===== src/rtl/sbcc_defs.vh =====
// constants for the status byte and common command block
`ifndef SBCC_DEFS_VH
`define SBCC_DEFS_VH

// ----------------------------------------------------------------
// command codes on cmd_code
// ----------------------------------------------------------------
`define SBCC_CMD_RST      4'h0
`define SBCC_CMD_MSK_SET  4'h1
`define SBCC_CMD_MSK_QRY  4'h2
`define SBCC_CMD_SBY_QRY  4'h3
`define SBCC_CMD_TRG      4'h4
`define SBCC_CMD_TST_QRY  4'h5
`define SBCC_CMD_WAI      4'h6
`define SBCC_CMD_ESE_SET  4'h7
`define SBCC_CMD_ESR_QRY  4'h8
`define SBCC_CMD_LIM_CLR  4'h9
`define SBCC_CMD_CFG_SET  4'hA
`define SBCC_CMD_CFG_QRY  4'hB

// ----------------------------------------------------------------
// status byte bit positions
// ----------------------------------------------------------------
`define SBCC_SBY_EAV      2
`define SBCC_SBY_QSB      3
`define SBCC_SBY_MAV      4
`define SBCC_SBY_ESB      5
`define SBCC_SBY_MSS      6
`define SBCC_SBY_OSB      7

// ----------------------------------------------------------------
// event status bit positions
// ----------------------------------------------------------------
`define SBCC_ESR_OPC      0
`define SBCC_ESR_DDE      3
`define SBCC_ESR_CME      5
`define SBCC_ESR_USED     8'h29

// ----------------------------------------------------------------
// config flag positions in cmd_arg for the config command
// ----------------------------------------------------------------
`define SBCC_CFG_TOFS     0
`define SBCC_CFG_FOVW     1
`define SBCC_CFG_CAL      2

// ----------------------------------------------------------------
// reset values
// ----------------------------------------------------------------
`define SBCC_MSK_RST      8'h00
`define SBCC_ESE_RST      8'h00
`define SBCC_ESR_RST      8'h00

// ----------------------------------------------------------------
// timing
// ----------------------------------------------------------------
`define SBCC_CLK_NS       10
`define SBCC_TST_TIME_NS  2000
`define SBCC_TST_CYCLES   (`SBCC_TST_TIME_NS / `SBCC_CLK_NS)

`endif


===== src/rtl/sbcc_selftest.v =====
// self-test sequencer: runs a fixed time, then returns a result code
`timescale 1ns/1ps
`default_nettype none
`include "sbcc_defs.vh"

module sbcc_selftest
#(
   parameter CNT_W = 12
)
(
   input  wire        sys_clk,    // system clock
   input  wire        rst_n,      // sync reset, active low
   input  wire        start,      // one-cycle start pulse
   input  wire [15:0] fault_code, // signed result, 0 = pass
   output reg         busy,       // test running
   output reg         done,       // one-cycle completion pulse
   output reg  [15:0] result      // captured result code
);

   localparam [CNT_W-1:0] LAST = `SBCC_TST_CYCLES - 1;

   reg [CNT_W-1:0] cnt_q;

   always @(posedge sys_clk)
   begin
      if (!rst_n)
      begin
         busy   <= 1'b0;
         done   <= 1'b0;
         result <= 16'h0000;
         cnt_q  <= {CNT_W{1'b0}};
      end
      else
      begin
         done <= 1'b0;
         if (start && !busy)
         begin
            busy  <= 1'b1;
            cnt_q <= {CNT_W{1'b0}};
         end
         else if (busy)
         begin
            if (cnt_q == LAST)
            begin
               // fault code sampled only at the end of the run
               busy   <= 1'b0;
               done   <= 1'b1;
               result <= fault_code;
            end
            else
               cnt_q <= cnt_q + 1'b1;
         end
      end
   end

endmodule
`default_nettype wire


===== src/rtl/sbcc_core.v =====
// status byte, service request mask and common command handling
`timescale 1ns/1ps
`default_nettype none
`include "sbcc_defs.vh"

module sbcc_core
#(
   parameter NUM_CHAN = 2
)
(
   input  wire                sys_clk,       // system clock, 100 MHz
   input  wire                rst_n,         // sync reset, active low
   input  wire                cmd_valid,     // decoded command present
   input  wire [3:0]          cmd_code,      // command code
   input  wire [7:0]          cmd_arg,       // numeric argument
   input  wire [1:0]          cmd_suffix,    // channel suffix, 0 = none
   output wire                cmd_ready,     // command taken this cycle
   output reg                 rsp_valid,     // answer waiting
   output reg  [15:0]         rsp_data,      // answer value
   input  wire                rsp_ack,       // controller took answer
   input  wire                err_nonempty,  // error queue holds entries
   input  wire [15:0]         ques_cond,     // questionable conditions
   input  wire [15:0]         ques_enable,   // questionable enables
   input  wire [15:0]         oper_cond,     // operation conditions
   input  wire [15:0]         oper_enable,   // operation enables
   input  wire                evt_opc,       // operation complete event
   input  wire                evt_dde,       // device error event
   input  wire [15:0]         tst_fault,     // self-test result code
   input  wire [NUM_CHAN-1:0] lim_low_hit,   // power below lower limit
   input  wire [NUM_CHAN-1:0] lim_high_hit,  // power above upper limit
   output reg  [7:0]          sbyte,         // status byte for polling
   output reg                 srq,           // service request, high
   output reg  [7:0]          srmask,        // service request mask
   output reg  [7:0]          ese,           // event status enables
   output reg  [7:0]          esr,           // event status latches
   output reg                 meas_stop,     // pulse: stop measuring
   output reg                 load_defaults, // pulse: default settings
   output reg                 err_clear,     // pulse: flush error queues
   output reg                 trig,          // pulse: group trigger
   output reg                 temp_ofs_en,   // sensor temp offset flag
   output reg                 file_ovw_en,   // file overwrite allowed
   output reg                 cal_en,        // calibrator output on
   output wire [NUM_CHAN-1:0] lim_low_lat,   // latched low alarms
   output wire [NUM_CHAN-1:0] lim_high_lat,  // latched high alarms
   output wire                tst_busy       // self-test running
);

   // -------------------------------------------------------------
   // command sequencer states
   // -------------------------------------------------------------
   localparam [1:0] ST_IDLE = 2'd0;
   localparam [1:0] ST_TEST = 2'd1;
   localparam [1:0] ST_RESP = 2'd2;
   reg  [1:0]          state_q;
   reg  [1:0]          state_d;
   reg  [NUM_CHAN-1:0] lim_clr;
   reg                 cme_set;
   reg                 esr_rd;
   reg                 tst_start;
   reg                 rsp_load;
   reg  [15:0]         rsp_val;
   reg  [7:0]          sbyte_d;
   wire                tst_done;
   wire [15:0]         tst_result;
   wire                take;
   wire                sfx_ok;
   wire [7:0]          esr_new;
   // one command at a time: nothing taken while test or answer pends
   assign cmd_ready = (state_q == ST_IDLE);
   assign take      = cmd_valid && cmd_ready;
   // suffix 3 never valid; suffix 2 only with a second channel
   assign sfx_ok = (cmd_suffix != 2'd3) &&
                   ((cmd_suffix != 2'd2) || (NUM_CHAN > 1));

   // -------------------------------------------------------------
   // decode
   // -------------------------------------------------------------
   always @*
   begin
      state_d   = state_q;
      lim_clr   = {NUM_CHAN{1'b0}};
      cme_set   = 1'b0;
      esr_rd    = 1'b0;
      tst_start = 1'b0;
      rsp_load  = 1'b0;
      rsp_val   = 16'h0000;
      case (state_q)
         ST_IDLE:
         begin
            if (take)
            begin
               case (cmd_code)
                  `SBCC_CMD_MSK_QRY:
                  begin
                     rsp_load = 1'b1;
                     rsp_val  = {8'h00, srmask};
                     state_d  = ST_RESP;
                  end
                  `SBCC_CMD_SBY_QRY:
                  begin
                     rsp_load = 1'b1;
                     rsp_val  = {8'h00, sbyte};
                     state_d  = ST_RESP;
                  end
                  `SBCC_CMD_ESR_QRY:
                  begin
                     rsp_load = 1'b1;
                     rsp_val  = {8'h00, esr};
                     esr_rd   = 1'b1;
                     state_d  = ST_RESP;
                  end
                  `SBCC_CMD_CFG_QRY:
                  begin
                     rsp_load = 1'b1;
                     rsp_val  = {13'h0000, cal_en, file_ovw_en, temp_ofs_en};
                     state_d  = ST_RESP;
                  end
                  `SBCC_CMD_TST_QRY:
                  begin
                     tst_start = 1'b1;
                     state_d   = ST_TEST;
                  end
                  `SBCC_CMD_LIM_CLR:
                  begin
                     if (!sfx_ok)
                        cme_set = 1'b1;
                     else if (cmd_suffix == 2'd2)
                        lim_clr[NUM_CHAN-1] = 1'b1;
                     else
                        lim_clr[0] = 1'b1;
                  end
                  `SBCC_CMD_RST,
                  `SBCC_CMD_MSK_SET,
                  `SBCC_CMD_ESE_SET,
                  `SBCC_CMD_CFG_SET,
                  `SBCC_CMD_TRG,
                  `SBCC_CMD_WAI:
                     cme_set = 1'b0;
                  default:
                     cme_set = 1'b1;
               endcase
            end
         end
         ST_TEST:
         begin
            if (tst_done)
            begin
               rsp_load = 1'b1;
               rsp_val  = tst_result;
               state_d  = ST_RESP;
            end
         end
         ST_RESP:
         begin
            if (rsp_ack)
               state_d = ST_IDLE;
         end
         default:
            state_d = ST_IDLE;
      endcase
   end

   // -------------------------------------------------------------
   // control registers and command side effects
   // -------------------------------------------------------------
   always @(posedge sys_clk)
   begin
      if (!rst_n)
      begin
         state_q       <= ST_IDLE;
         rsp_valid     <= 1'b0;
         rsp_data      <= 16'h0000;
         srmask        <= `SBCC_MSK_RST;
         ese           <= `SBCC_ESE_RST;
         meas_stop     <= 1'b0;
         load_defaults <= 1'b0;
         err_clear     <= 1'b0;
         trig          <= 1'b0;
         temp_ofs_en   <= 1'b0;
         file_ovw_en   <= 1'b0;
         cal_en        <= 1'b0;
      end
      else
      begin
         state_q       <= state_d;
         meas_stop     <= 1'b0;
         load_defaults <= 1'b0;
         err_clear     <= 1'b0;
         trig          <= 1'b0;
         if (rsp_load)
         begin
            rsp_valid <= 1'b1;
            rsp_data  <= rsp_val;
         end
         else if (rsp_ack)
            rsp_valid <= 1'b0;
         if (take)
         begin
            case (cmd_code)
               `SBCC_CMD_RST:
               begin
                  // masks and interface settings are left alone
                  meas_stop     <= 1'b1;
                  load_defaults <= 1'b1;
                  err_clear     <= 1'b1;
                  temp_ofs_en   <= 1'b0;
                  file_ovw_en   <= 1'b0;
                  cal_en        <= 1'b0;
               end
               `SBCC_CMD_MSK_SET:
                  srmask <= cmd_arg;
               `SBCC_CMD_ESE_SET:
                  ese <= cmd_arg;
               `SBCC_CMD_CFG_SET:
               begin
                  temp_ofs_en <= cmd_arg[`SBCC_CFG_TOFS];
                  file_ovw_en <= cmd_arg[`SBCC_CFG_FOVW];
                  cal_en      <= cmd_arg[`SBCC_CFG_CAL];
               end
               `SBCC_CMD_TRG:
                  trig <= 1'b1;
               default:
                  trig <= 1'b0;
            endcase
         end
      end
   end

   // -------------------------------------------------------------
   // event status: new events win over the read-clear
   // -------------------------------------------------------------
   assign esr_new = ({7'h00, evt_opc} << `SBCC_ESR_OPC) |
                    ({7'h00, evt_dde} << `SBCC_ESR_DDE) |
                    ({7'h00, cme_set} << `SBCC_ESR_CME);

   always @(posedge sys_clk)
   begin
      if (!rst_n)
         esr <= `SBCC_ESR_RST;
      else
         esr <= ((esr_rd ? 8'h00 : esr) | esr_new) &
                `SBCC_ESR_USED;
   end

   // -------------------------------------------------------------
   // status byte and service request
   // -------------------------------------------------------------
   always @*
   begin
      sbyte_d                = 8'h00;
      sbyte_d[`SBCC_SBY_EAV] = err_nonempty;
      sbyte_d[`SBCC_SBY_QSB] = |(ques_cond & ques_enable);
      sbyte_d[`SBCC_SBY_MAV] = rsp_valid;
      sbyte_d[`SBCC_SBY_ESB] = |(esr & ese);
      sbyte_d[`SBCC_SBY_OSB] = |(oper_cond & oper_enable);
      sbyte_d[`SBCC_SBY_MSS] = |sbyte_d;
   end
   always @(posedge sys_clk)
   begin
      if (!rst_n)
      begin
         sbyte <= 8'h00;
         srq   <= 1'b0;
      end
      else
      begin
         sbyte <= sbyte_d;
         // master summary is not itself a request source
         srq   <= |(sbyte_d & srmask & 8'hBF);
      end
   end

   // -------------------------------------------------------------
   // per-channel latched limit alarms
   // -------------------------------------------------------------
   genvar ch;
   generate
      for (ch = 0; ch < NUM_CHAN; ch = ch + 1)
      begin : g_lim
         reg lo_q;
         reg hi_q;
         // a crossing in the clear cycle survives the clear
         always @(posedge sys_clk)
         begin
            if (!rst_n)
            begin
               lo_q <= 1'b0;
               hi_q <= 1'b0;
            end
            else
            begin
               lo_q <= (lo_q & ~lim_clr[ch]) | lim_low_hit[ch];
               hi_q <= (hi_q & ~lim_clr[ch]) | lim_high_hit[ch];
            end
         end
         assign lim_low_lat[ch]  = lo_q;
         assign lim_high_lat[ch] = hi_q;
      end
   endgenerate

   // -------------------------------------------------------------
   // self-test sequencer
   // -------------------------------------------------------------
   sbcc_selftest u_tst
   (
      .sys_clk    (sys_clk),
      .rst_n      (rst_n),
      .start      (tst_start),
      .fault_code (tst_fault),
      .busy       (tst_busy),
      .done       (tst_done),
      .result     (tst_result)
   );

endmodule
`default_nettype wire


===== config.mk =====
export PLATFORM = sky130hd
export DESIGN_NAME = sbcc_core
export DESIGN_NICKNAME = d
export VERILOG_FILES = /design/src/rtl/sbcc_selftest.v /design/src/rtl/sbcc_core.v
export VERILOG_INCLUDE_DIRS = /design/src /design/src/rtl
export SDC_FILE = /design/constraint.sdc
export NUM_CORES = 1
export LEC_CHECK = 0
export ABC_AREA = 1
export BUFFER_PORTS_ARGS = -buffer_cell sky130_fd_sc_hd__buf_4
export CORE_MARGIN = 2
export CORE_UTILIZATION = 44
export DETAILED_ROUTE_END_ITERATION = 10
export GPL_TIMING_DRIVEN = 0
export HOLD_SLACK_MARGIN = 0.06
export PLACE_DENSITY = 0.77
export SLEW_MARGIN = 20
export SYNTH_ARGS = -nofsm -noshare
export SYNTH_HDL_FRONTEND = slang
export SYNTH_HIERARCHICAL = 1
export SYNTH_SLANG_ARGS = --single-unit

===== constraint.sdc =====
create_clock -name sys_clk -period 1.7 [get_ports sys_clk]
set_clock_uncertainty 0.05 [all_clocks]
set_input_delay 0.085 -clock sys_clk [delete_from_list [all_inputs] [get_ports sys_clk]]
set_output_delay 0.085 -clock sys_clk [all_outputs]
set_load 0.01 [all_outputs]

Word level (Yosys, flattened, before mapping) --
Index checks and enable logic that the tools add are counted.
Word-level totals: flip-flop bits (word level) 86, input bits 105, output and inout port bits 63, logic and storage cells 128
Operators by class: $add $sub $neg 1, equality and inequality tests 20, multiplexer cells 41, bitwise gates (word level) 21, reductions and logical operators 23
Operator list (count):
- OR reduction 42 bit | 1
- AND 16 bit | 2
- case mux 16 bit (2 select lines) | 1
- case mux 8 bit (4 select lines) | 1
- OR reduction 16 bit | 2
- 2-to-1 mux 1 bit | 22
- equality test 4 x 3 -> 1 bit, second input constant | 4
- equality test 4 bit, second input constant | 4
- 2-to-1 mux 16 bit | 1
- 2-to-1 mux 2 bit | 7
- adder 12 x 1 -> 12 bit, second input constant | 1
- equality test 12 x 8 -> 1 bit, second input constant | 1
- OR reduction 11 bit | 1
- case mux 1 bit (2 select lines) | 5
- AND reduction 2 bit | 5
- AND 6 x 8 -> 8 bit | 1
- AND 8 bit | 1
- equality test 4 x 2 -> 1 bit, second input constant | 2
- 2-to-1 mux 8 bit | 1
- OR reduction 8 bit | 1
- OR reduction 7 bit | 1
- 2-to-1 mux 6 bit | 1
- NOT 1 bit | 6
- OR 4 x 6 -> 6 bit | 1
- other kinds (22) | 33

Longest topological paths before layout --
Gate-level depths: netlist of the first run.
word-level depth 9, gate-level depth with buffers 10, gate-level depth less buffers 9

Hierarchy --
The synthesis of the first run kept the hierarchy.
By module, submodules not included:
- sbcc_core | instances 1, cells an instance 427, area each 2728.9 µm², sequential area each 1081.0 µm²
- sbcc_selftest | instances 1, cells an instance 196, area each 1368.8 µm², sequential area each 600.6 µm²

Worst setup path after synthesis of the first run --
No wires, ideal clock.
path type reg2reg, from register state_q[1], to register u_tst.cnt_q[0], arrival 1534 ps, slack -16 ps, cell stages (with the launch flop) 11, buffers on the path 2, period minus slack after synthesis 1716 ps, cells stage by stage dfxtp_1 > nor2_2 > nand2_2 > inv_2 > buf_2 > nand2_1 > inv_1 > nand2_1 > nand2_1 > clkbuf_1 > a21oi_1
On the way: word-level cells in the longest chain between the ends 6
Ends and longest elaborated chain:
- from (decl) | RTL line sbcc_core.v:54 | reg [1:0] state_q;
- from (signal assigned) | RTL line sbcc_core.v:185 | state_q <= state_d;
- logical NOT 2 bit * | RTL line sbcc_core.v:69 | assign cmd_ready = (state_q == ST_IDLE);
- net cmd_ready | RTL line sbcc_core.v:17 | output wire cmd_ready,
- logical AND 1 bit | RTL line sbcc_core.v:70 | assign take = cmd_valid && cmd_ready;
- 2-to-1 mux 1 bit | RTL line sbcc_core.v:90 | if (take)
- 2-to-1 mux 1 bit * | RTL line sbcc_core.v:87 | case (state_q)
- net tst_start | RTL line sbcc_core.v:59 | reg tst_start;
- logical AND 1 bit * | RTL line sbcc_selftest.v:36 | if (start && !busy)
- OR reduction 2 bit (no source line) *
- to (signal assigned) | RTL line sbcc_selftest.v:31 | cnt_q <= {CNT_W{1'b0}};
- to (signal assigned) | RTL line sbcc_selftest.v:39 | cnt_q <= {CNT_W{1'b0}};
- to (signal assigned) | RTL line sbcc_selftest.v:51 | cnt_q <= cnt_q + 1'b1;
- to (decl) | RTL line sbcc_selftest.v:22 | reg [CNT_W-1:0] cnt_q;
Mark *: on every way through the listed nets, which the timed path passes. The rest lies on a longest branch. A chain may end at the register's enable or synchronous reset.

Worst setup path in the final report of the first run --
from register u_tst.cnt_q[0], to register u_tst.result[11]
On the way: word-level cells in the longest chain between the ends 2
Ends and longest elaborated chain:
- equality test 12 x 8 -> 1 bit | RTL line sbcc_selftest.v:43 | if (cnt_q == LAST)
- AND reduction 3 bit (no source line)
- to (signal assigned) | RTL line sbcc_selftest.v:48 | result <= fault_code;
- to (decl) | RTL line sbcc_selftest.v:17 | output reg [15:0] result
No other way between the ends.

==> flow_metrics.env, run 1 <==
export IMPL_synth_sequential_area_ratio=0.410
export IMPL_crit_reg2reg_capture="u_tst/result[11]"
export IMPL_worstPathCellList="ha_1 > buf_6 > nand3_2 > nor2_4 > nand3_4 > buf_4 > nand2_1 > a21oi_2"
export IMPL_hold_path_class="in2reg"
export IMPL_r2r_start="u_tst/cnt_q[0]"
export IMPL_reg2reg_depth=8
export IMPL_route_detailed_vias_per_inst=5.10
export IMPL_drt_wl_total_mm=13.2
export IMPL_antenna_cells=0
export IMPL_gr_usage_all_layers=0.262
export IMPL_numCtsBuffers=9
export IMPL_reg2reg_setup_slack_ns=0.07
export IMPL_post_route_period_util=0.957
export IMPL_dp_worst_setup_slack_ns=-0.216
export IMPL_placement_rows=35
export IMPL_timing_critical_path_to_type="register"
export IMPL_critPathTopFamily="simple AND/OR/NAND/NOR gates"
export IMPL_detail_route_iter0_violations=210
export IMPL_dieArea_sq_mm=0.0101
export IMPL_critical_path_source_type="register"
export IMPL_synth_most_common_cell="nand2_1"
export IMPL_synthToLayoutAreaGrowth_pct=51.8
export IMPL_critPathMaxStageDelay_ns=0.38
export IMPL_cts_max_level=3
export IMPL_port_buffers=160
export IMPL_min_from="oper_enable[12]"
export IMPL_worst_slew_pin_transition_ns=0.668
export IMPL_starting_utilization_of_the_core_area=0.448
export IMPL_synth_main_ff_cell="dfxtp_1"
export IMPL_grt_remaining_overflow=0
export IMPL_critical_path_cell_count=8
export IMPL_dp_final_hpwl_mm=9.53
export IMPL_synth_top_cells_by_count="nand2_1 (206), nor2_1 (85), dfxtp_1 (84), a21oi_1 (60), nand3_1 (56)"
export IMPL_ir_drop_mv=0.391
export IMPL_instances_no_fill=964
export IMPL_timing_critical_path_slowest_stage_cell="dfxtp_4"
export IMPL_yosys_warnings=6
export IMPL_route_detailed_drc=0
export IMPL_sequential_cell_area_sq_mm=0.00169
export IMPL_first_global_vias=4545
export IMPL_grt_start_max_net_pins=18
export IMPL_drive_above_1_share=0.272
export IMPL_place_congestion=0.862
export IMPL_total_leakage_power_nw=2.93
export IMPL_vias=4916
export IMPL_worstSetupPathType="reg2reg"
export IMPL_grt_antenna_before_repair=0
export IMPL_number_of_flops_mapped_to_enable_cells_by_yosys=0
export IMPL_netlist_area_sq_mm=0.00410
export IMPL_cts_reportedPaths_clkPinSlew_ns=0.09
export IMPL_finalSetupViolations=0
export IMPL_wire_length_of_the_first_global_routing_pass_mm=21.1
export IMPL_max_clock_freq_mhz=615
export IMPL_syn_avg_cell_area_sq_um=6.58
export IMPL_postSynthRegisterBits=84
export IMPL_hold_path_endpoint="sbyte[7]"
export IMPL_n_fill_cell=746
export IMPL_report_final_slew_viol_count=0
export IMPL_synth_top_cells_by_area="dfxtp_1 (41%), nand2_1 (19%), nor2_1 (7.8%)"
export IMPL_avgRoutedWirePerCell_um=13.7
export IMPL_critical_path_required_ns=1.88
export IMPL_hold_viol=0
export IMPL_clk_insertion_delay_late_ns=0.36
export IMPL_number_of_clock_sinks=84
export IMPL_status="finished clean"
export IMPL_power_mw=4.22
export IMPL_chipWidth_um=101
export IMPL_detail_route_antenna_nets=0
export IMPL_synth_largest_area_cell="dfxtp_1"
export IMPL_die_height_um=101
export IMPL_syn_instance_count=623
export IMPL_critPathArrivalTime_ns=1.80
export IMPL_multi_input_gate_area_sq_mm=0.00211
export IMPL_placedCellCount=900
export IMPL_ios=168
export IMPL_clockRootBuffer="clkbuf_8"
export IMPL_pwr_density_cell_mw_per_mm2=678
export IMPL_timing_max_slew_rel_slack=0.555
export IMPL_placeableCoreArea_sq_mm=0.00915
export IMPL_max_cap_violations=0
export IMPL_clock_tree_from_tritoncts="built"
export IMPL_synthDominantCellAreaShare=0.410
export IMPL_yosysUniqueCellTypes=30
export IMPL_drt_pass1_iter_count=5
export IMPL_fin_nets=954
export IMPL_postSynth_asyncResetShare=0
export IMPL_min_delay_path_depth=5
export IMPL_worstPathMaxFanout=10
export IMPL_period_needed_ns=1.63
export IMPL_max_clock_path_buffers=2
export IMPL_timing_critical_path_buf_inv=2
export IMPL_final_setup_worst_slack_ns=0.0737
==> report_power, final <==
| group | internal, mW | switching, mW | leakage [nW] | total [mW] |
|---|---|---|---|---|
| Combinational | 0.359 | 0.299 | 2.15 | 0.658 |
| Clock | 0.733 | 0.792 | 0.0995 | 1.52 |
| Sequential | 2.00 | 0.0333 | 0.683 | 2.04 |
==> routing by layer <==
layer	vias to the layer above	wire length [um]	track usage	share of wire
met5	-	0	0	0
met4	0	325	0.107	0.025
met3	35	784	0.0395	0.059
met2	201	6560	0.442	0.50
met1	2265	5510	0.335	0.42
li1	2415	-	-	-
==> kinds of logic after synthesis <==
family / after synthesis / share of synthesized area
XOR/XNOR: 4 / 0.00855
flip-flops: 84 / 0.410
AND/OR/NAND/NOR: 376 / 0.390
other: 1 / 0.000915
buffers and inverters: 77 / 0.0889
AO/OA/AOI/OAI: 80 / 0.0986
adder cells (fa/ha/maj): 1 / 0.00305
==> worst register-to-register path, cell delays in order (launching register included) <==
cell and delay [ns]:
dfxtp_4 0.38, ha_1 0.16, buf_6 0.12, nand3_2 0.09
nor2_4 0.20, nand3_4 0.13, buf_4 0.20, nand2_1 0.09
a21oi_2 0.06
==> registers in the layout (all words and copies together), names as in the netlist, 2 cells and up <==
signal / flops
state_q: 2
srmask: 8
sbyte: 6
esr: 3
ese: 8
g_lim.hi_q: 2
g_lim.lo_q: 2
u_tst/cnt_q: 12
u_tst/result: 16
rsp_data: 16
==> stage by stage <==
step	hold slack, ns	area [sq um]	utilization	TNS (ns)
after global placement	0.238	5460	0.597	-2.86
after global routing	0.0927	6220	0.680	-0.0955
final	0.0813	6220	0.680	0
after CTS	-0.0139	6120	0.669	-0.0295
after detailed placement	0.249	5460	0.597	-3.24
after floorplan	0.128	4120	-	0
==> how the worst max path moves through the flow <==
stage / from / endpoint / slack, ns
after global routing: u_tst/cnt_q[0] / u_tst/result[13] / -0.02
after CTS: state_q[1] / u_tst/cnt_q[1] / -0.009
final: u_tst/cnt_q[0] / u_tst/result[11] / 0.07
after floorplan: state_q[1] / u_tst/cnt_q[0] / 0.08
after detailed placement: state_q[1] / u_tst/cnt_q[5] / -0.22
after global placement: state_q[1] / u_tst/cnt_q[0] / -0.19
==> layout make-up <==
cell class | count | area share
multi-input combinational | 468 | 0.340
sequential | 84 | 0.271
timing repair buffer | 209 | 0.270
buffer | 30 | 0.0332
inverter | 46 | 0.0298
tap | 111 | 0.0223
clock buffer | 10 | 0.0221
clock inverter | 6 | 0.0115
==> cell usage in the layout (no fill, tap or decap), drive strengths merged, types with 3 or more instances in the layout <==
master,n
nand2,213
buf,187
nor2,92
dfxtp,84
a21oi,61
nand3,58
inv,45
dlygate4sd3,44
o21ai,19
clkbuf,18
conb,7
nand4,6
xor2,4
clkinv,4
nand3b,3
==> repair_timing <==
item,CTS,global route
endpoints found under the setup margin,22,50
hold buffers,43,1
pin swaps,1,2
buffers inserted,1,4
resized for setup,7,20
endpoints found under the hold margin,52,2
No activity file was read; power rests on OpenSTA's default activity.
==> run 2: changes to the inputs <==
--- a/config.mk
+++ b/config.mk
@@ -9,13 +9,12 @@
 export ABC_AREA = 1
 export BUFFER_PORTS_ARGS = -buffer_cell sky130_fd_sc_hd__buf_4
 export CORE_MARGIN = 2
-export CORE_UTILIZATION = 44
+export CORE_UTILIZATION = 43
 export DETAILED_ROUTE_END_ITERATION = 10
 export GPL_TIMING_DRIVEN = 0
 export HOLD_SLACK_MARGIN = 0.06
-export PLACE_DENSITY = 0.77
+export PLACE_DENSITY = 0.76
 export SLEW_MARGIN = 20
 export SYNTH_ARGS = -nofsm -noshare
 export SYNTH_HDL_FRONTEND = slang
-export SYNTH_HIERARCHICAL = 1
 export SYNTH_SLANG_ARGS = --single-unit
==> run 2 against run 1 <==
  * Register-to-register slack better by 0.03 ns
  * Global-route usage is 1.5 points lower
  * Synthesized cell count is 7.4% lower
  * Critical endpoint is now u_tst.result[8]
  * Largest power group unchanged
  * Highest routed layer unchanged
==> flow_metrics.env, run 2 <==
export IMPL_status="finished clean"
export IMPL_wire_length_of_the_first_global_routing_pass_mm=19.7
export IMPL_netlist_area_sq_mm=0.00400
export IMPL_synth_top_cells_by_area="dfxtp_1 (42%), nand2_1 (16%), nor2_1 (7.2%)"
export IMPL_clockPowerShare=0.334
export IMPL_route_detailed_drc=0
export IMPL_dp_final_hpwl_mm=9.14
export IMPL_synth_largest_area_cell="dfxtp_1"
export IMPL_avgRoutedWirePerCell_um=13.6
export IMPL_worst_slew_pin_transition_ns=0.570
export IMPL_pwr_share_seq=0.507
export IMPL_power_switching_share=0.267
export IMPL_chipWidth_um=100
export IMPL_biggestRegsByFlops="rsp_data x16, u_tst.result x16, u_tst.cnt_q x12"
export IMPL_max_clock_freq_mhz=628
export IMPL_worstPathMaxFanout=5
export IMPL_synth_main_ff_cell="dfxtp_1"
export IMPL_total_leakage_power_nw=2.75
export IMPL_worstSetupPathType="reg2reg"
export IMPL_route_detailed_vias_per_inst=4.86
export IMPL_internal_power_mw=2.93
export IMPL_hold_viol=0
export IMPL_synthDominantCellAreaShare=0.420
export IMPL_n_fill_cell=795
export IMPL_placement_rows=35
export IMPL_die_height_um=100
export IMPL_critPathArrivalTime_ns=1.80
export IMPL_port_buffers=160
export IMPL_report_final_slew_viol_count=0
export IMPL_power_mw=4.01
export IMPL_critPathTopFamily="flip-flops"
export IMPL_placeableCoreArea_sq_mm=0.00915
export IMPL_antenna_cells=0
export IMPL_vias=4434
export IMPL_synthToLayoutAreaGrowth_pct=49.9
export IMPL_synth_top_cells_by_count="nand2_1 (168), dfxtp_1 (84), nor2_1 (77), a21oi_1 (53), inv_1 (43)"
export IMPL_placed_area_sq_mm=0.00536
export IMPL_grt_antenna_before_repair=0
export IMPL_starting_utilization_of_the_core_area=0.437
export IMPL_syn_avg_cell_area_sq_um=6.93
export IMPL_placedCellCount=854
export IMPL_drt_wl_total_mm=12.4
export IMPL_timing_critical_path_buf_inv=3
export IMPL_synth_most_common_cell="nand2_1"
export IMPL_postSynthRegisterBits=84
export IMPL_post_route_util=0.655
export IMPL_fin_nets=902
export IMPL_switchingPower_mw=1.07
export IMPL_period_needed_ns=1.59
export IMPL_detail_route_antenna_nets=0
export IMPL_max_cap_violations=0
export IMPL_postSynth_asyncResetShare=0
export IMPL_detail_route_iter0_violations=216
export IMPL_setup_tns_ns=0
export IMPL_syn_instance_count=577
export IMPL_worstPathCellList="ha_4 > inv_2 > nor3_4 > nand4_1 > buf_4 > buf_2 > o21ai_0 > a21oi_1"
export IMPL_yosys_warnings=0
export IMPL_clock_tree_from_tritoncts="built"
export IMPL_drive_above_1_share=0.300
export IMPL_cts_max_level=3
export IMPL_number_of_flops_mapped_to_enable_cells_by_yosys=0
export IMPL_cts_reportedPaths_clkPinSlew_ns=0.10
export IMPL_timing_critical_path_slowest_stage_cell="dfxtp_2"
export IMPL_critPathMaxStageDelay_ns=0.41
export IMPL_critical_path_source_type="register"
export IMPL_first_global_vias=4280
export IMPL_ios=168
export IMPL_timing_max_slew_rel_slack=0.620
export IMPL_pwr_density_cell_mw_per_mm2=668
export IMPL_timing_critical_path_to_type="register"
export IMPL_numCtsBuffers=9
export IMPL_number_of_clock_sinks=84
export IMPL_most_common_cell_after_layout_fill_and_taps_aside="buf_4"
export IMPL_drt_pass1_iter_count=5
export IMPL_clk_insertion_delay_late_ns=0.36
export IMPL_instances_no_fill=912
export IMPL_post_route_period_util=0.937
export IMPL_most_common_layout_cells="buf_4 (175), nand2_1 (168), dfxtp_1 (83)"
export IMPL_yosysUniqueCellTypes=34
export IMPL_synth_sequential_area_ratio=0.420
export IMPL_clockRootBuffer="clkbuf_8"
export IMPL_dieArea_sq_mm=0.0101
export IMPL_grt_remaining_overflow=0
export IMPL_comb_power_share=0.159
export IMPL_ir_drop_mv=0.451
export IMPL_hold_path_class="in2reg"
export IMPL_finalSetupViolations=0
export IMPL_critical_path_required_ns=1.91
export IMPL_layout_cell_area_non_filler_sq_mm=0.00600
export IMPL_place_congestion=0.853
export IMPL_rsz0062_at_grt="false"
export IMPL_max_clock_path_buffers=2
export IMPL_grt_start_max_net_pins=16
export IMPL_gr_usage_all_layers=0.246
## run 2: cell types whose count changed after synthesis, moves of 5 or more
cell and change:
a21oi_1 -7, a21oi_2 +7, buf_6 +5, nand2_1 -38, nand2_2 +6, nand3_1 -41, nor2_1 -8, nor3_1 +7
o21ai_0 +8, o21ai_1 +13
## run 2: metal layers
metal  GRT usage  part of all wire  up-vias
li1            -                 -     2263
met1       0.298              0.43     2012
met2       0.441              0.51      141
met3      0.0347             0.042       18
met4      0.0927             0.020        0
met5           0                 0        -
## run 2: cells by family (layout without fill, tap and decap cells)
kind of cell / after synthesis / in the layout / share of synthesized area
buf+inv: 78 / 296 / 0.100
flops: 84 / 84 / 0.420
other cells: 1 / 7 / 0.000937
fa+ha+maj: 1 / 1 / 0.00313
compound gates: 108 / 108 / 0.149
xor+xnor: 8 / 8 / 0.0175
simple gates: 297 / 297 / 0.309
## run 2: worst reg2reg max path, cell delays in order, from the launching register on
cell	delay, ns
dfxtp_2	0.41
ha_4	0.19
inv_2	0.05
nor3_4	0.14
nand4_1	0.13
buf_4	0.18
buf_2	0.16
o21ai_0	0.15
a21oi_1	0.05
## run 2: final timing paths
kind,from,to,slack (ns),cells past startpoint
max,u_tst.cnt_q[0],u_tst.result[8],0.11,8
max reg2reg,u_tst.cnt_q[0],u_tst.result[8],0.11,8
min,ques_enable[13],sbyte[3],0.07,5
min reg2reg,u_tst.result[8],u_tst.result[8],0.40,2
## run 2: cell type report
class	instances	area (sq um)	area share
buffer	29	229	0.0382
sequential	84	1680	0.281
clock inverter	6	46.3	0.00772
clock buffer	10	138	0.0230
tap	111	139	0.0232
multi-input combinational	421	1960	0.328
inverter	49	186	0.0311
timing repair buffer	202	1610	0.269
## run 2: power groups by stage
stage               Combinational, mW  Clock, mW  Sequential, mW
finish                          0.637       1.34            2.03
floorplan                       0.238          0            2.08
CTS                             0.630       1.36            2.03
global route                    0.696       1.44            2.03
detailed placement              0.557          0            2.07
global placement                0.550          0            2.07
## run 2: per-stage QoR
step / setup WS (ns) / hold slack (ns)
2_1_floorplan: 0.236 / 0.128
3_3_place_gp: -0.0382 / 0.231
3_5_place_dp: -0.0848 / 0.237
4_1_cts: 0.0136 / 0.0630
5_1_grt: 0.000662 / 0.112
6_report: 0.107 / 0.0734
## run 2: repair_timing
action / 4_1_cts / 5_1_grt
endpoints found under the hold margin: 48 / 0
gates cloned: 0 / 1
setup endpoints to repair: 24 / 26
buffers inserted: 0 / 2
pin swaps: 0 / 1
hold buffers: 39 / 0
gates resized for setup: 2 / 11
==> run 3: changes to the inputs <==
--- a/config.mk
+++ b/config.mk
@@ -9,11 +9,11 @@
 export ABC_AREA = 1
 export BUFFER_PORTS_ARGS = -buffer_cell sky130_fd_sc_hd__buf_4
 export CORE_MARGIN = 2
-export CORE_UTILIZATION = 43
+export CORE_UTILIZATION = 40
 export DETAILED_ROUTE_END_ITERATION = 10
 export GPL_TIMING_DRIVEN = 0
 export HOLD_SLACK_MARGIN = 0.06
-export PLACE_DENSITY = 0.76
+export PLACE_DENSITY = 0.71
 export SLEW_MARGIN = 20
 export SYNTH_ARGS = -nofsm -noshare
 export SYNTH_HDL_FRONTEND = slang
==> run 3 against run 2 <==
  * Count of clock-buffer cells in the layout unchanged
  * Via count decreased by 0.56%
  * Sequential power about the same
  * Non-clock buffer count is 2 lower
  * Wire length about the same
  * Critical path depth unchanged
  * Sequential share of layout area shrank 0.14 points
  * Total power increased by 3.8%
  * Cell count rose by 2.2%
  * Hold slack got worse by 0.0083 ns
  * Fmax up 2.1%
  * Critical endpoint is now u_tst.result[12]
  * Largest power group unchanged
==> flow_metrics.env, run 3 (synthesis results as in run 2) <==
export IMPL_total_leakage_power_nw=2.74
export IMPL_critPathMaxStageDelay_ns=0.40
export IMPL_post_route_period_util=0.918
export IMPL_drive_above_1_share=0.298
export IMPL_port_buffers=160
export IMPL_worstPathMaxFanout=10
export IMPL_pwr_density_cell_mw_per_mm2=690
export IMPL_worstSetupPathType="reg2reg"
export IMPL_report_final_slew_viol_count=0
export IMPL_critPathTopFamily="flip-flops"
export IMPL_vias=4409
export IMPL_detail_route_iter0_violations=175
export IMPL_placed_area_sq_mm=0.00539
export IMPL_most_common_cell_after_layout_fill_and_taps_aside="buf_4"
export IMPL_power_mw=4.16
export IMPL_drt_pass1_iter_count=5
export IMPL_placedCellCount=876
export IMPL_clk_insertion_delay_late_ns=0.36
export IMPL_hold_path_class="in2reg"
export IMPL_placement_rows=36
export IMPL_instances_no_fill=932
export IMPL_avgRoutedWirePerCell_um=13.3
export IMPL_ios=168
export IMPL_cts_reportedPaths_clkPinSlew_ns=0.09
export IMPL_timing_critical_path_slowest_stage_cell="dfxtp_2"
export IMPL_fin_nets=900
export IMPL_worst_slew_pin_transition_ns=0.601
export IMPL_max_clock_freq_mhz=641
export IMPL_biggestRegsByFlops="rsp_data x16, u_tst.result x16, u_tst.cnt_q x12"
export IMPL_dieArea_sq_mm=0.0108
export IMPL_layout_cell_area_non_filler_sq_mm=0.00603
export IMPL_die_height_um=104
export IMPL_timing_critical_path_buf_inv=3
export IMPL_route_detailed_drc=0
export IMPL_dp_worst_setup_slack_ns=-0.105
export IMPL_first_global_vias=4210
export IMPL_status="finished clean"
export IMPL_ir_drop_mv=0.438
export IMPL_cts_max_level=3
export IMPL_final_setup_worst_slack_ns=0.140
export IMPL_clockRootBuffer="clkbuf_8"
export IMPL_critical_path_source_type="register"
export IMPL_grt_start_max_net_pins=16
export IMPL_antenna_cells=0
export IMPL_route_detailed_vias_per_inst=4.73
export IMPL_timing_critical_path_to_type="register"
export IMPL_grt_antenna_before_repair=0
export IMPL_placeableCoreArea_sq_mm=0.00973
export IMPL_place_congestion=0.881
export IMPL_number_of_clock_sinks=84
export IMPL_critical_path_required_ns=1.91
export IMPL_max_clock_path_buffers=2
export IMPL_dp_final_hpwl_mm=9.19
export IMPL_numCtsBuffers=9
export IMPL_detail_route_antenna_nets=0
export IMPL_chipWidth_um=104
export IMPL_finalSetupViolations=0
export IMPL_worstPathCellList="ha_4 > inv_2 > nor3_4 > nand4_1 > buf_4 > buf_4 > o21ai_1 > a21oi_1"
export IMPL_period_needed_ns=1.56
export IMPL_critPathArrivalTime_ns=1.77
export IMPL_drt_wl_total_mm=12.4
export IMPL_synthToLayoutAreaGrowth_pct=50.6
export IMPL_timing_max_slew_rel_slack=0.599
export IMPL_wire_length_of_the_first_global_routing_pass_mm=19.6
export IMPL_most_common_layout_cells="buf_4 (175), nand2_1 (168), dfxtp_1 (83)"
export IMPL_max_cap_violations=0
export IMPL_grt_remaining_overflow=0
export IMPL_starting_utilization_of_the_core_area=0.411
export IMPL_hold_viol=0
export IMPL_gr_usage_all_layers=0.223
export IMPL_rsz0062_at_grt="false"
export IMPL_cp_common_cell="buf_4"
export IMPL_clock_tree_from_tritoncts="built"
[run 3: cell type report]
cell class              count  area, sq um
clock buffers              10          138
flip-flops and latches     84         1680
multi-input cells         421         1960
clock inverters             6         71.3
fillers                   919         3700
inverters                  49          186
repair buffers            200         1590
well taps                 133          166
plain buffers              29          224
[run 3: final timing paths]
| check | startpoint | endpoint | slack, ns | depth (start not counted) |
|---|---|---|---|---|
| setup / recovery | u_tst.cnt_q[0] | u_tst.result[12] | 0.14 | 8 |
| hold / removal | cmd_suffix[0] | g_lim[1].lo_q | 0.07 | 5 |
| setup reg to reg | u_tst.cnt_q[0] | u_tst.result[12] | 0.14 | 8 |
| hold reg to reg | u_tst.result[11] | u_tst.result[11] | 0.40 | 2 |
[run 3: repair_timing]
action,CTS,global route
pin swaps,0,1
resized for setup,2,8
endpoints found under the hold margin,48,0
hold buffers,38,0
endpoints found under the setup margin,23,25
buffers inserted,0,1
gates cloned,0,1
[run 3: worst reg2reg max path: stages (launching register included)]
cell and delay (ns):
dfxtp_2 0.40, ha_4 0.18, inv_2 0.05, nor3_4 0.15, nand4_1 0.10, buf_4 0.17, buf_4 0.17, o21ai_1 0.13
a21oi_1 0.05
[run 3: report_power, final]
group | switching, mW | leakage, nW | internal [mW]
sequential | 0.0280 | 0.682 | 2.00
combinational | 0.279 | 1.96 | 0.350
clock | 0.768 | 0.0995 | 0.731
total | 1.08 | 2.74 | 3.08
[run 3: per-layer routing]
layer / GRT usage / up-vias / part of all wire
met5: 0 / - / 0
met4: 0.104 / 0 / 0.020
met1: 0.270 / 1973 / 0.43
met3: 0.0326 / 22 / 0.046
met2: 0.391 / 147 / 0.50
li1: - / 2267 / -
[run 3: metrics by stage]
step,setup TNS (ns),util,hold WS (ns)
6_report,0,0.619,0.0651
5_1_grt,0,0.619,0.0874
4_1_cts,0,0.615,0.0618
3_5_place_dp,-1.29,0.554,0.239
3_3_place_gp,-0.537,0.554,0.232
2_1_floorplan,0,-,0.128
